--- src/svdc_pkg.sv ---
// constants shared by the supply voltage detect control block
package svdc_pkg;

  // register byte addresses on the AXI4-Lite port
  localparam logic [7:0] OFS_DET_CTRL   = 8'h00;
  localparam logic [7:0] OFS_PER_FLAGS  = 8'h04;
  localparam logic [7:0] OFS_PER_ENA    = 8'h08;
  localparam logic [7:0] OFS_PER_PRIO   = 8'h0c;
  localparam logic [7:0] OFS_INT_GLOBAL = 8'h10;

  // detector_control fields
  localparam int          CTRL_DIR_BIT    = 7;
  localparam int          CTRL_STABLE_BIT = 5;
  localparam int          CTRL_EN_BIT     = 4;
  localparam int          CTRL_LVL_MSB    = 3;
  localparam int          CTRL_LVL_LSB    = 0;
  localparam logic [7:0]  CTRL_RESET      = 8'h05;
  localparam logic [7:0]  CTRL_WR_MASK    = 8'h9f;

  // trip level code that routes the external input to the comparator
  localparam logic [3:0]  LVL_EXTERNAL    = 4'hf;

  // detector bit position in the peripheral flag, enable and priority registers
  localparam int          DET_BIT         = 2;
  // global interrupt enable position in interrupt_global_control
  localparam int          GIE_BIT         = 7;
  localparam logic        PRIO_RESET      = 1'b1;

  // AXI4-Lite responses
  localparam logic [1:0]  RESP_OKAY       = 2'b00;
  localparam logic [1:0]  RESP_SLVERR     = 2'b10;

  // reference settling interval in ticks of the independent timebase
  localparam int          SETTLE_TICKS    = 4;
  localparam int          SETTLE_CNT_W    = 8;

endpackage

--- src/svdc_det_if.sv ---
// control and status signals between the detector top and its helpers
`timescale 1ns/100ps
interface svdc_det_if;
  logic enable;
  logic direction;
  logic restart;
  logic stable;
  logic trip;

  modport ctl (output enable, output direction, output restart, input stable, input trip);
  modport tmr (input enable, input restart, output stable);
  modport det (input direction, input stable, output trip);
endinterface

--- src/svdc_event_detect.sv ---
// comparator synchroniser and crossing qualifier
`timescale 1ns/100ps
module svdc_event_detect (
  // clock and reset
  input  wire logic mclk,
  input  wire logic rst_n,
  // analog comparator, high while monitored voltage is at or above trip
  input  wire logic cmpAtOrAbove,
  // to the detector top
  svdc_det_if.det   ctl
);

  logic cmpMeta_reg;
  logic cmpSync_reg;
  wire  crossed;

  always_ff @(posedge mclk or negedge rst_n)
  begin
    if (!rst_n)
    begin
      cmpMeta_reg <= 1'b0;
      cmpSync_reg <= 1'b0;
    end
    else
    begin
      cmpMeta_reg <= cmpAtOrAbove;
      cmpSync_reg <= cmpMeta_reg;
    end
  end

  assign crossed = ctl.direction ? cmpSync_reg : ~cmpSync_reg;

  assign ctl.trip = crossed & ctl.stable;

endmodule // svdc_event_detect

--- src/svdc_settle_timer.sv ---
// reference settling timer counted on an independent timebase
`timescale 1ns/100ps
module svdc_settle_timer #(
  parameter int TICKS = svdc_pkg::SETTLE_TICKS
) (
  // clock and reset
  input  wire logic mclk,
  input  wire logic rst_n,
  // free-running timebase pin, asynchronous to mclk
  input  wire logic timebasePin,
  // to the detector top
  svdc_det_if.tmr   ctl
);

  logic                            tbMeta_reg;
  logic                            tbSync_reg;
  logic                            tbLast_reg;
  logic [svdc_pkg::SETTLE_CNT_W-1:0] count_reg;
  logic                            done_reg;
  wire                             tick;
  wire                             atEnd;

  assign tick  = tbSync_reg & ~tbLast_reg;
  assign atEnd = (count_reg == svdc_pkg::SETTLE_CNT_W'(TICKS - 1));

  always_ff @(posedge mclk or negedge rst_n)
  begin
    if (!rst_n)
    begin
      tbMeta_reg <= 1'b0;
      tbSync_reg <= 1'b0;
      tbLast_reg <= 1'b0;
    end
    else
    begin
      tbMeta_reg <= timebasePin;
      tbSync_reg <= tbMeta_reg;
      tbLast_reg <= tbSync_reg;
    end
  end

  // count timebase ticks
  // the interval depends on the timebase only, not on mclk
  // restart on re-enable
  always_ff @(posedge mclk or negedge rst_n)
  begin
    if (!rst_n)
    begin
      count_reg <= '0;
      done_reg  <= 1'b0;
    end
    else if (!ctl.enable || ctl.restart)
    begin
      count_reg <= '0;
      done_reg  <= 1'b0;
    end
    else if (tick && !done_reg)
    begin
      count_reg <= count_reg + svdc_pkg::SETTLE_CNT_W'(1);
      done_reg  <= atEnd;
    end
  end

  assign ctl.stable = done_reg & ctl.enable;

endmodule // svdc_settle_timer

--- src/svdc_top.sv ---
// supply voltage detect control: register file, AXI4-Lite slave, event flag
//
// Local design decisions: the address map and register access over AXI4-Lite.
`timescale 1ns/100ps

module svdc_top #(
  parameter int ADDR_W       = 8,
  parameter int SETTLE_TICKS = svdc_pkg::SETTLE_TICKS
) (
  // clock and reset
  input  wire logic              mclk,
  input  wire logic              rst_n,
  // AXI4-Lite write address
  input  wire logic [ADDR_W-1:0] s_axi_awaddr,
  input  wire logic              s_axi_awvalid,
  output logic                   s_axi_awready,
  // AXI4-Lite write data
  input  wire logic [31:0]       s_axi_wdata,
  input  wire logic [3:0]        s_axi_wstrb,
  input  wire logic              s_axi_wvalid,
  output logic                   s_axi_wready,
  // AXI4-Lite write response
  output logic [1:0]             s_axi_bresp,
  output logic                   s_axi_bvalid,
  input  wire logic              s_axi_bready,
  // AXI4-Lite read address
  input  wire logic [ADDR_W-1:0] s_axi_araddr,
  input  wire logic              s_axi_arvalid,
  output logic                   s_axi_arready,
  // AXI4-Lite read data
  output logic [31:0]            s_axi_rdata,
  output logic [1:0]             s_axi_rresp,
  output logic                   s_axi_rvalid,
  input  wire logic              s_axi_rready,
  // analog side
  input  wire logic              cmpAtOrAbove,
  input  wire logic              timebasePin,
  input  wire logic              refShareCycled,
  output logic                   detectorPowerEn,
  output logic [3:0]             tripLevelSel,
  output logic                   externalInputSel,
  // to the core
  output logic                   wakeRequest,
  output logic                   intRequest,
  output logic                   intHighPriority
);

  svdc_det_if detIf ();

  // registers
  logic [7:0]        ctrl_reg;
  logic              eventFlag_reg;
  logic              intEnable_reg;
  logic              intPrio_reg;
  logic              globalEnable_reg;
  logic              shareMeta_reg;
  logic              shareSync_reg;

  // bus state
  logic              awHeld_reg;
  logic              wHeld_reg;
  logic [ADDR_W-1:0] awAddr_reg;
  logic [7:0]        wData_reg;
  logic              wLane_reg;

  // decode
  wire               awFire;
  wire               wFire;
  wire               arFire;
  wire               doWrite;
  wire               wrLane;
  wire               wrCtrl;
  wire               wrFlags;
  wire               wrEna;
  wire               wrPrio;
  wire               wrGlobal;
  wire               wrHit;
  wire               rdHit;
  wire [7:0]         rdByte;
  wire [7:0]         ctrlView;
  wire [7:0]         ctrl_next;
  wire               eventFlag_next;
  wire               intReq_next;
  wire               wake_next;

  function automatic logic hitAt(input logic [ADDR_W-1:0] a, input logic [7:0] ofs);
    hitAt = (a == ADDR_W'(ofs));
  endfunction

  function automatic logic isMapped(input logic [ADDR_W-1:0] a);
    isMapped = hitAt(a, svdc_pkg::OFS_DET_CTRL) | hitAt(a, svdc_pkg::OFS_PER_FLAGS)
             | hitAt(a, svdc_pkg::OFS_PER_ENA) | hitAt(a, svdc_pkg::OFS_PER_PRIO)
             | hitAt(a, svdc_pkg::OFS_INT_GLOBAL);
  endfunction

  // helpers
  svdc_settle_timer #(
    .TICKS       (SETTLE_TICKS)
  ) u_settle (
    .mclk        (mclk),
    .rst_n       (rst_n),
    .timebasePin (timebasePin),
    .ctl         (detIf.tmr)
  );

  svdc_event_detect u_event (
    .mclk         (mclk),
    .rst_n        (rst_n),
    .cmpAtOrAbove (cmpAtOrAbove),
    .ctl          (detIf.det)
  );

  assign detIf.enable    = ctrl_reg[svdc_pkg::CTRL_EN_BIT];
  assign detIf.direction = ctrl_reg[svdc_pkg::CTRL_DIR_BIT];
  assign detIf.restart   = shareSync_reg;

  // channel handshakes
  assign awFire  = s_axi_awvalid & s_axi_awready;
  assign wFire   = s_axi_wvalid & s_axi_wready;
  assign arFire  = s_axi_arvalid & s_axi_arready;
  assign doWrite = awHeld_reg & wHeld_reg & ~s_axi_bvalid;

  // registers are 8 bits wide in byte lane 0; other lanes are ignored
  assign wrLane   = doWrite & wLane_reg;
  assign wrCtrl   = wrLane & hitAt(awAddr_reg, svdc_pkg::OFS_DET_CTRL);
  assign wrFlags  = wrLane & hitAt(awAddr_reg, svdc_pkg::OFS_PER_FLAGS);
  assign wrEna    = wrLane & hitAt(awAddr_reg, svdc_pkg::OFS_PER_ENA);
  assign wrPrio   = wrLane & hitAt(awAddr_reg, svdc_pkg::OFS_PER_PRIO);
  assign wrGlobal = wrLane & hitAt(awAddr_reg, svdc_pkg::OFS_INT_GLOBAL);
  assign wrHit    = isMapped(awAddr_reg);
  assign rdHit    = isMapped(s_axi_araddr);

  // stable bit read-only, bit 6 masked off
  assign ctrl_next = (wData_reg & svdc_pkg::CTRL_WR_MASK);

  assign ctrlView = {ctrl_reg[svdc_pkg::CTRL_DIR_BIT], 1'b0, detIf.stable,
                     ctrl_reg[svdc_pkg::CTRL_EN_BIT:0]};

  assign rdByte =
      hitAt(s_axi_araddr, svdc_pkg::OFS_DET_CTRL)   ? ctrlView :
      hitAt(s_axi_araddr, svdc_pkg::OFS_PER_FLAGS)  ? 8'(eventFlag_reg) << svdc_pkg::DET_BIT :
      hitAt(s_axi_araddr, svdc_pkg::OFS_PER_ENA)    ? 8'(intEnable_reg) << svdc_pkg::DET_BIT :
      hitAt(s_axi_araddr, svdc_pkg::OFS_PER_PRIO)   ? 8'(intPrio_reg) << svdc_pkg::DET_BIT :
      hitAt(s_axi_araddr, svdc_pkg::OFS_INT_GLOBAL) ? 8'(globalEnable_reg) << svdc_pkg::GIE_BIT :
      8'h00;

  // sticky flag; a trip in the clearing cycle wins
  // the detector keeps flagging whatever the core's power state
  assign eventFlag_next = detIf.trip
                        | (wrFlags ? wData_reg[svdc_pkg::DET_BIT] : eventFlag_reg);

  // wake does not need the global enable, the vector branch does
  assign wake_next   = eventFlag_reg & intEnable_reg;
  assign intReq_next = wake_next & detIf.stable & globalEnable_reg;

  // write address and data channels, taken in either order
  always_ff @(posedge mclk or negedge rst_n)
  begin
    if (!rst_n)
    begin
      awHeld_reg <= 1'b0;
      wHeld_reg  <= 1'b0;
      awAddr_reg <= '0;
      wData_reg  <= 8'h00;
      wLane_reg  <= 1'b0;
    end
    else
    begin
      if (awFire)
      begin
        awHeld_reg <= 1'b1;
        awAddr_reg <= s_axi_awaddr;
      end
      else if (doWrite)
        awHeld_reg <= 1'b0;
      if (wFire)
      begin
        wHeld_reg <= 1'b1;
        wData_reg <= s_axi_wdata[7:0];
        wLane_reg <= s_axi_wstrb[0];
      end
      else if (doWrite)
        wHeld_reg <= 1'b0;
    end
  end

  // channel readies and write response
  always_ff @(posedge mclk or negedge rst_n)
  begin
    if (!rst_n)
    begin
      s_axi_awready <= 1'b0;
      s_axi_wready  <= 1'b0;
      s_axi_bvalid  <= 1'b0;
      s_axi_bresp   <= svdc_pkg::RESP_OKAY;
    end
    else
    begin
      s_axi_awready <= ~awHeld_reg & ~awFire & ~s_axi_bvalid & ~doWrite;
      s_axi_wready  <= ~wHeld_reg & ~wFire & ~s_axi_bvalid & ~doWrite;
      if (doWrite)
      begin
        s_axi_bvalid <= 1'b1;
        s_axi_bresp  <= wrHit ? svdc_pkg::RESP_OKAY : svdc_pkg::RESP_SLVERR;
      end
      else if (s_axi_bready)
        s_axi_bvalid <= 1'b0;
    end
  end

  // read channel; data captured on the address handshake
  always_ff @(posedge mclk or negedge rst_n)
  begin
    if (!rst_n)
    begin
      s_axi_arready <= 1'b0;
      s_axi_rvalid  <= 1'b0;
      s_axi_rdata   <= 32'h0000_0000;
      s_axi_rresp   <= svdc_pkg::RESP_OKAY;
    end
    else
    begin
      s_axi_arready <= ~s_axi_rvalid & ~arFire;
      if (arFire)
      begin
        s_axi_rvalid <= 1'b1;
        s_axi_rdata  <= {24'h00_0000, rdByte};
        s_axi_rresp  <= rdHit ? svdc_pkg::RESP_OKAY : svdc_pkg::RESP_SLVERR;
      end
      else if (s_axi_rready)
        s_axi_rvalid <= 1'b0;
    end
  end

  // reset returns every bit to its reset value, detector off
  always_ff @(posedge mclk or negedge rst_n)
  begin
    if (!rst_n)
    begin
      ctrl_reg         <= svdc_pkg::CTRL_RESET;
      intEnable_reg    <= 1'b0;
      intPrio_reg      <= svdc_pkg::PRIO_RESET;
      globalEnable_reg <= 1'b0;
    end
    else
    begin
      if (wrCtrl)
        ctrl_reg <= ctrl_next;
      if (wrEna)
        intEnable_reg <= wData_reg[svdc_pkg::DET_BIT];
      if (wrPrio)
        intPrio_reg <= wData_reg[svdc_pkg::DET_BIT];
      if (wrGlobal)
        globalEnable_reg <= wData_reg[svdc_pkg::GIE_BIT];
    end
  end

  // event flag and shared reference synchroniser
  always_ff @(posedge mclk or negedge rst_n)
  begin
    if (!rst_n)
    begin
      eventFlag_reg <= 1'b0;
      shareMeta_reg <= 1'b0;
      shareSync_reg <= 1'b0;
    end
    else
    begin
      eventFlag_reg <= eventFlag_next;
      shareMeta_reg <= refShareCycled;
      shareSync_reg <= shareMeta_reg;
    end
  end

  // analog controls and core requests, all registered
  always_ff @(posedge mclk or negedge rst_n)
  begin
    if (!rst_n)
    begin
      detectorPowerEn  <= 1'b0;
      tripLevelSel     <= 4'h0;
      externalInputSel <= 1'b0;
      wakeRequest      <= 1'b0;
      intRequest       <= 1'b0;
      intHighPriority  <= 1'b0;
    end
    else
    begin
      detectorPowerEn  <= ctrl_reg[svdc_pkg::CTRL_EN_BIT];
      tripLevelSel     <= ctrl_reg[svdc_pkg::CTRL_LVL_MSB:svdc_pkg::CTRL_LVL_LSB];
      // top code takes the external pin
      externalInputSel <= (ctrl_reg[svdc_pkg::CTRL_LVL_MSB:svdc_pkg::CTRL_LVL_LSB]
                           == svdc_pkg::LVL_EXTERNAL);
      wakeRequest      <= wake_next;
      intRequest       <= intReq_next;
      intHighPriority  <= intPrio_reg;
    end
  end

endmodule // svdc_top

--- config.mk ---
export PLATFORM = sky130hd
export DESIGN_NAME = svdc_top
export DESIGN_NICKNAME = d
export VERILOG_FILES = /design/src/svdc_pkg.sv /design/src/svdc_det_if.sv /design/src/svdc_event_detect.sv /design/src/svdc_settle_timer.sv /design/src/svdc_top.sv
export SDC_FILE = /design/constraint.sdc
export NUM_CORES = 1
export LEC_CHECK = 0
export ABC_AREA = 1
export BUFFER_PORTS_ARGS = -buffer_cell sky130_fd_sc_hd__buf_2
export CAP_MARGIN = 15
export CORE_MARGIN = 4
export CORE_UTILIZATION = 40
export DETAILED_ROUTE_END_ITERATION = 16
export PLACE_DENSITY = 0.67
export SETUP_SLACK_MARGIN = 0.3
export SLEW_MARGIN = 0
export SYNTH_ARGS = -nofsm -noshare
export SYNTH_HDL_FRONTEND = slang
export SYNTH_SLANG_ARGS = --single-unit
--- constraint.sdc ---
create_clock -name mclk -period 1.3 [get_ports mclk]
set_input_delay 0.065 -clock mclk [delete_from_list [all_inputs] [get_ports mclk]]
set_output_delay 0.065 -clock mclk [all_outputs]
set_load 0.005 [all_outputs]
Word level (Yosys, flattened, before mapping)
Index checks and enable logic that the tools add are counted.
{ "word_totals": {"register_bits": 71, "in_bits": 62, "out_inout_bits": 50, "word_cells": 118} }
{ "op_classes": {"addsub": 1, "n_eq_ne": 10, "n_mux": 20, "bitwise": 43, "n_reduce_logical": 11} }
{ "op_table": {"columns": ["cell", "count"], "rows": [
  ["two-way mux 8 bit", 7],
  ["equality test 8 x 4 -> 1 bit, second input constant", 4],
  ["AND 1 bit", 24],
  ["equality test 8 x 3 -> 1 bit, second input constant", 2],
  ["equality test 8 x 5 -> 1 bit, second input constant", 2],
  ["zero test 8 bit", 2],
  ["two-way mux 1 bit", 11],
  ["inverter 1 bit", 10],
  ["nonzero test 2 bit", 5],
  ["OR 1 bit", 9],
  ["adder 8 x 1 -> 8 bit, second input constant", 1],
  ["equality test 8 x 2 -> 1 bit, second input constant", 1],
  ["equality test 4 bit, second input constant", 1],
  ["two-way mux 2 bit", 2],
  ["zero test 1 bit", 2],
  ["logical AND 1 bit", 1],
  ["logical OR 1 bit", 1]
]} }

Logic depth before layout (Yosys ltp)
{ "logic_depth": {"word_depth": 6, "mapped_depth": 7, "mapped_depth_nobuf": 7} }

By module
A second synthesis with hierarchy kept.
{ "hier_totals": {"hier_cells": 328, "hier_area_um2": 2989.1} }
{ "by_module_without_submodules": {"columns": ["mod", "instances", "cells_per_inst", "area_each_um2", "seq_area_each_um2"], "rows": [
  ["svdc_top", 1, 244, 2318.5, 1305.0],
  ["svdc_settle_timer", 1, 77, 601.8, 300.3],
  ["svdc_event_detect", 1, 7, 68.8, 50.0]
]} }

Least setup slack after synthesis
OpenSTA, ideal clock, no wires.
{ "synth_path": {"path_kind": "register to register", "start": "reg s_axi_awready", "end": "reg awAddr_reg[3]", "setup_ns": 0.125, "t_arrival_ns": 0.991, "required_ns": 1.175, "slack_ns": 0.184, "stages_incl_launch_ff": 4, "n_path_buf": 1, "synth_period_minus_slack_ns": 1.116, "cell_sequence": "dfrtp_1 nand2_1 buf_2 mux2_2"} }
{ "synth_via": {"elab_chain_len": 1} }
{ "synth_lines": {"columns": ["item", "line_no", "text"], "rows": [
  ["start, declared", "svdc_top.sv:16", "output logic s_axi_awready,"],
  ["start signal, assigned", "svdc_top.sv:199", "s_axi_awready <= ~awHeld_reg & ~awFire & ~s_axi_bvalid & ~doWrite;"],
  ["AND 1 bit", "svdc_top.sv:118", "assign awFire = s_axi_awvalid & s_axi_awready;"],
  ["end signal, assigned", "svdc_top.sv:172", "awAddr_reg <= s_axi_awaddr;"],
  ["end, declared", "svdc_top.sv:62", "logic [ADDR_W-1:0] awAddr_reg;"]
]} }
Every way passes these cells.
A chain may end at the register's enable or synchronous reset.

Worst setup path in the final report
{ "layout_path": {"start": "reg awAddr_reg[0]", "end": "reg eventFlag_reg"} }
{ "layout_via": {"elab_chain_len": 4} }
{ "layout_lines": {"columns": ["item", "line_no", "text"], "rows": [
  ["equality test 8 x 3 -> 1 bit", "svdc_top.sv:87", "hitAt = (a == ADDR_W'(ofs));"],
  ["AND 1 bit", "svdc_top.sv:126", "assign wrFlags = wrLane & hitAt(awAddr_reg, svdc_pkg::OFS_PER_FLAGS);"],
  ["two-way mux 1 bit", "svdc_top.sv:150", "| (wrFlags ? wData_reg[svdc_pkg::DET_BIT] : eventFlag_reg);"],
  ["OR 1 bit", "svdc_top.sv:150", null],
  ["via eventFlag_next", "svdc_top.sv:82", "wire eventFlag_next;"],
  ["end signal, assigned", "svdc_top.sv:269", "eventFlag_reg <= eventFlag_next;"],
  ["end, declared", "svdc_top.sv:52", "logic eventFlag_reg;"]
]} }
The timed path passes the listed nets, and every way through them passes these cells.

==> flow_metrics.env <==
export IMPL_cellLeakagePower_uw=0.002198
export IMPL_cts_tree="done"
export IMPL_finalWirelength_mm=6.284
export IMPL_endpoint_kind="flop"
export IMPL_crit_type="flop to flop"
export IMPL_io_buffers=55
export IMPL_grtUsageMet1_pct=20.12
export IMPL_vias=2324
export IMPL_peakVddDrop_mv=0.7857
export IMPL_arrival_ps=1380
export IMPL_outcome="finished, final reports clean"
export IMPL_fin_nets=488
export IMPL_drt_pass1_iter_count=4
export IMPL_hp_class="input port to flop"
export IMPL_antenna_cells=0
export IMPL_pin_count=112
export IMPL_numCtsBuffers=9
export IMPL_die_x_um=95.53
export IMPL_ys_seq_area_share_pct=54.02
export IMPL_grtUsageMet2_pct=21.95
export IMPL_nFillCells=660
export IMPL_dp_hpwl_mm=4.023
export IMPL_multiInputGateArea_um2=1330
export IMPL_final_cell_mix="nand2_1 (70), dfrtp_1 (60), buf_2 (54)"
export IMPL_grt_pass1_vias=2286
export IMPL_required_ps=1520
export IMPL_grt_overflow_total=0
export IMPL_clock_sinks=66
export IMPL_grt_pass1_wl_mm=10.41
export IMPL_grt_busiest_layer="met2"
export IMPL_synth_distinct_cells=28
export IMPL_final_setup_skew_ps=9.154
export IMPL_maxCapViolCount=0
export IMPL_cp_start_kind="flop"
export IMPL_max_freq_mhz=861.0
export IMPL_drive_above_1_share_pct=37.76
export IMPL_finalCriticalPeriod_ps=1161
export IMPL_seqCellArea_um2=1659
export IMPL_grt_max_degree=67
export IMPL_drc=0
export IMPL_syn_inst=318
export IMPL_die_h_um=95.53
export IMPL_coreArea_um2=7331
export IMPL_h_tree_depth=3
export IMPL_whs_ps=70.40
export IMPL_design_area_um2=4105
export IMPL_path_max_fanout=6
export IMPL_use_met3_pct=4.262
export IMPL_clock_root_buffer="clkbuf_8"
export IMPL_synth_warnings=0
export IMPL_yosys_register_bits=66
export IMPL_clk_latency_ps=340
export IMPL_rsz0062_at_grt="yes"
export IMPL_hold_violations=0
export IMPL_power_density_nw_per_um2=1519
export IMPL_wl_per_cell_um=11.90
export IMPL_ant_nets=0
export IMPL_clkTransAtPathRegs_ps=70
export IMPL_design_die_area_um2=9125
export IMPL_setup_violations=0
export IMPL_gp_congestion=0.8481
export IMPL_grt_antenna_before_repair=0
export IMPL_ctsLongestPathBuffers=2
export IMPL_syn_area_um2=3064
export IMPL_layout_commonest_cell="nand2_1"
export IMPL_post_dp_cell_area_um2=3405
export IMPL_area_delta_synth_final_pct=33.97
export IMPL_grt_usage_pct=14.69
export IMPL_drt_iter0_markers=112
export IMPL_slew_violations=0
export IMPL_rows=31
export IMPL_syn_avg_cell_area_um2=9.636
export IMPL_tns_ps=0
export IMPL_via_per_inst=4.402
export IMPL_start_util_pct=41.80
export IMPL_finalCritPeriodShare_pct=89.34
-- path summary, 6_finish.rpt --
check,slack (ps),end,startpoint,cells after the start
min in group asynchronous,260,s_axi_awready$_DFF_PN0_,rst_n,3
min reg2reg,350,u_settle.tbSync_reg$_DFF_PN0_,u_settle.tbMeta_reg$_DFF_PN0_,0
min,70,awAddr_reg[4]$_DFFE_PN0P_,s_axi_awvalid,3
max reg2reg,140,eventFlag_reg$_DFF_PN0_,awAddr_reg[0]$_DFFE_PN0P_,6
max,140,eventFlag_reg$_DFF_PN0_,awAddr_reg[0]$_DFFE_PN0P_,6
max in group asynchronous,710,intPrio_reg$_DFFE_PN1P_,rst_n,3
-- cells in the mapped netlist --
master | number | area [µm²]
a21boi_2 | 1 | 11.26
a21oi_1 | 7 | 35.03
buf_2 | 2 | 10.01
buf_4 | 27 | 202.7
buf_8 | 1 | 15.01
conb_1 | 1 | 3.750
dfrtp_1 | 63 | 1577
dfstp_2 | 3 | 78.83
ha_1 | 1 | 12.51
inv_1 | 27 | 101.4
inv_2 | 6 | 22.52
mux2_2 | 12 | 135.1
nand2_1 | 78 | 292.8
nand2_2 | 2 | 12.51
nand2_4 | 2 | 22.52
nand3_1 | 25 | 125.1
nand3_2 | 2 | 20.02
nand3_4 | 2 | 35.03
nand4_1 | 2 | 12.51
nand4_4 | 1 | 21.27
nor2_1 | 29 | 108.9
nor2_2 | 5 | 31.28
nor2_4 | 4 | 45.04
nor2_8 | 3 | 60.06
o211ai_1 | 2 | 15.01
o21ai_0 | 7 | 35.03
o21ai_1 | 2 | 10.01
o22ai_2 | 1 | 12.51
-- report_power, final --
part           internal, µW  switching (µW)  leakage, µW
Combinational           868             825      0.00127
Clock                   923             744    0.0000962
Sequential             2490             390     0.000837
Total                  4280            1960      0.00220
-- per-layer routing --
layer | up-vias | part of all wire (%)
li1 | 1164 | -
met1 | 1070 | 48
met2 | 81 | 43
met3 | 9 | 7.4
met4 | 0 | 1.6
met5 | - | 0
-- repair_timing --
action                     in CTS  in global routing
buffers inserted               15                  4
hold buffers                   21                  0
resized for setup              25                 20
hold endpoints to repair       83                  0
setup endpoints to repair      32                 39
pin swaps                      16                 20
gates cloned                    2                  0
-- final cells by class --
cell class	count	area share [%]
flip-flops and latches	66	40.41
clock buffers	12	3.536
well taps	99	3.017
multi-input cells	217	32.40
clock inverters	3	0.9753
repair buffers	98	16.58
inverters	33	3.078
-- per-stage QoR --
step / power [µW] / worst slack [ps] / cells / utilization, %
after floorplan: 3838 / 238.4 / 344 / -
after global placement: 4112 / 152.2 / 471 / 46.44
after detailed placement: 4164 / 116.6 / 471 / 46.44
after CTS: 6169 / 139.0 / 524 / 54.77
after global routing: 6594 / 58.15 / 528 / 56.00
final: 6234 / 138.6 / 528 / 56.00
-- logic make-up (layout without fill, tap and decap cells) --
kind of cell    count (synthesis)  in the layout  share of synthesized area (%)
flops                          66             66                          54.02
compound gates                 20             20                          3.879
mux                            12             12                          4.410
other cells                     1             27                         0.1224
buf+inv                        63            146                          11.47
simple gates                  155            157                          25.68
fa+ha+maj                       1              1                         0.4083
-- critical path, cell delays in order, from the launching register on --
cell     delay (ps)
dfrtp_1         410
nor2_4          230
nand2_1         100
nor2_2          120
nand2_1          60
nand2_1          70
nand3_2          60
(Power assumes the default switching activity.)
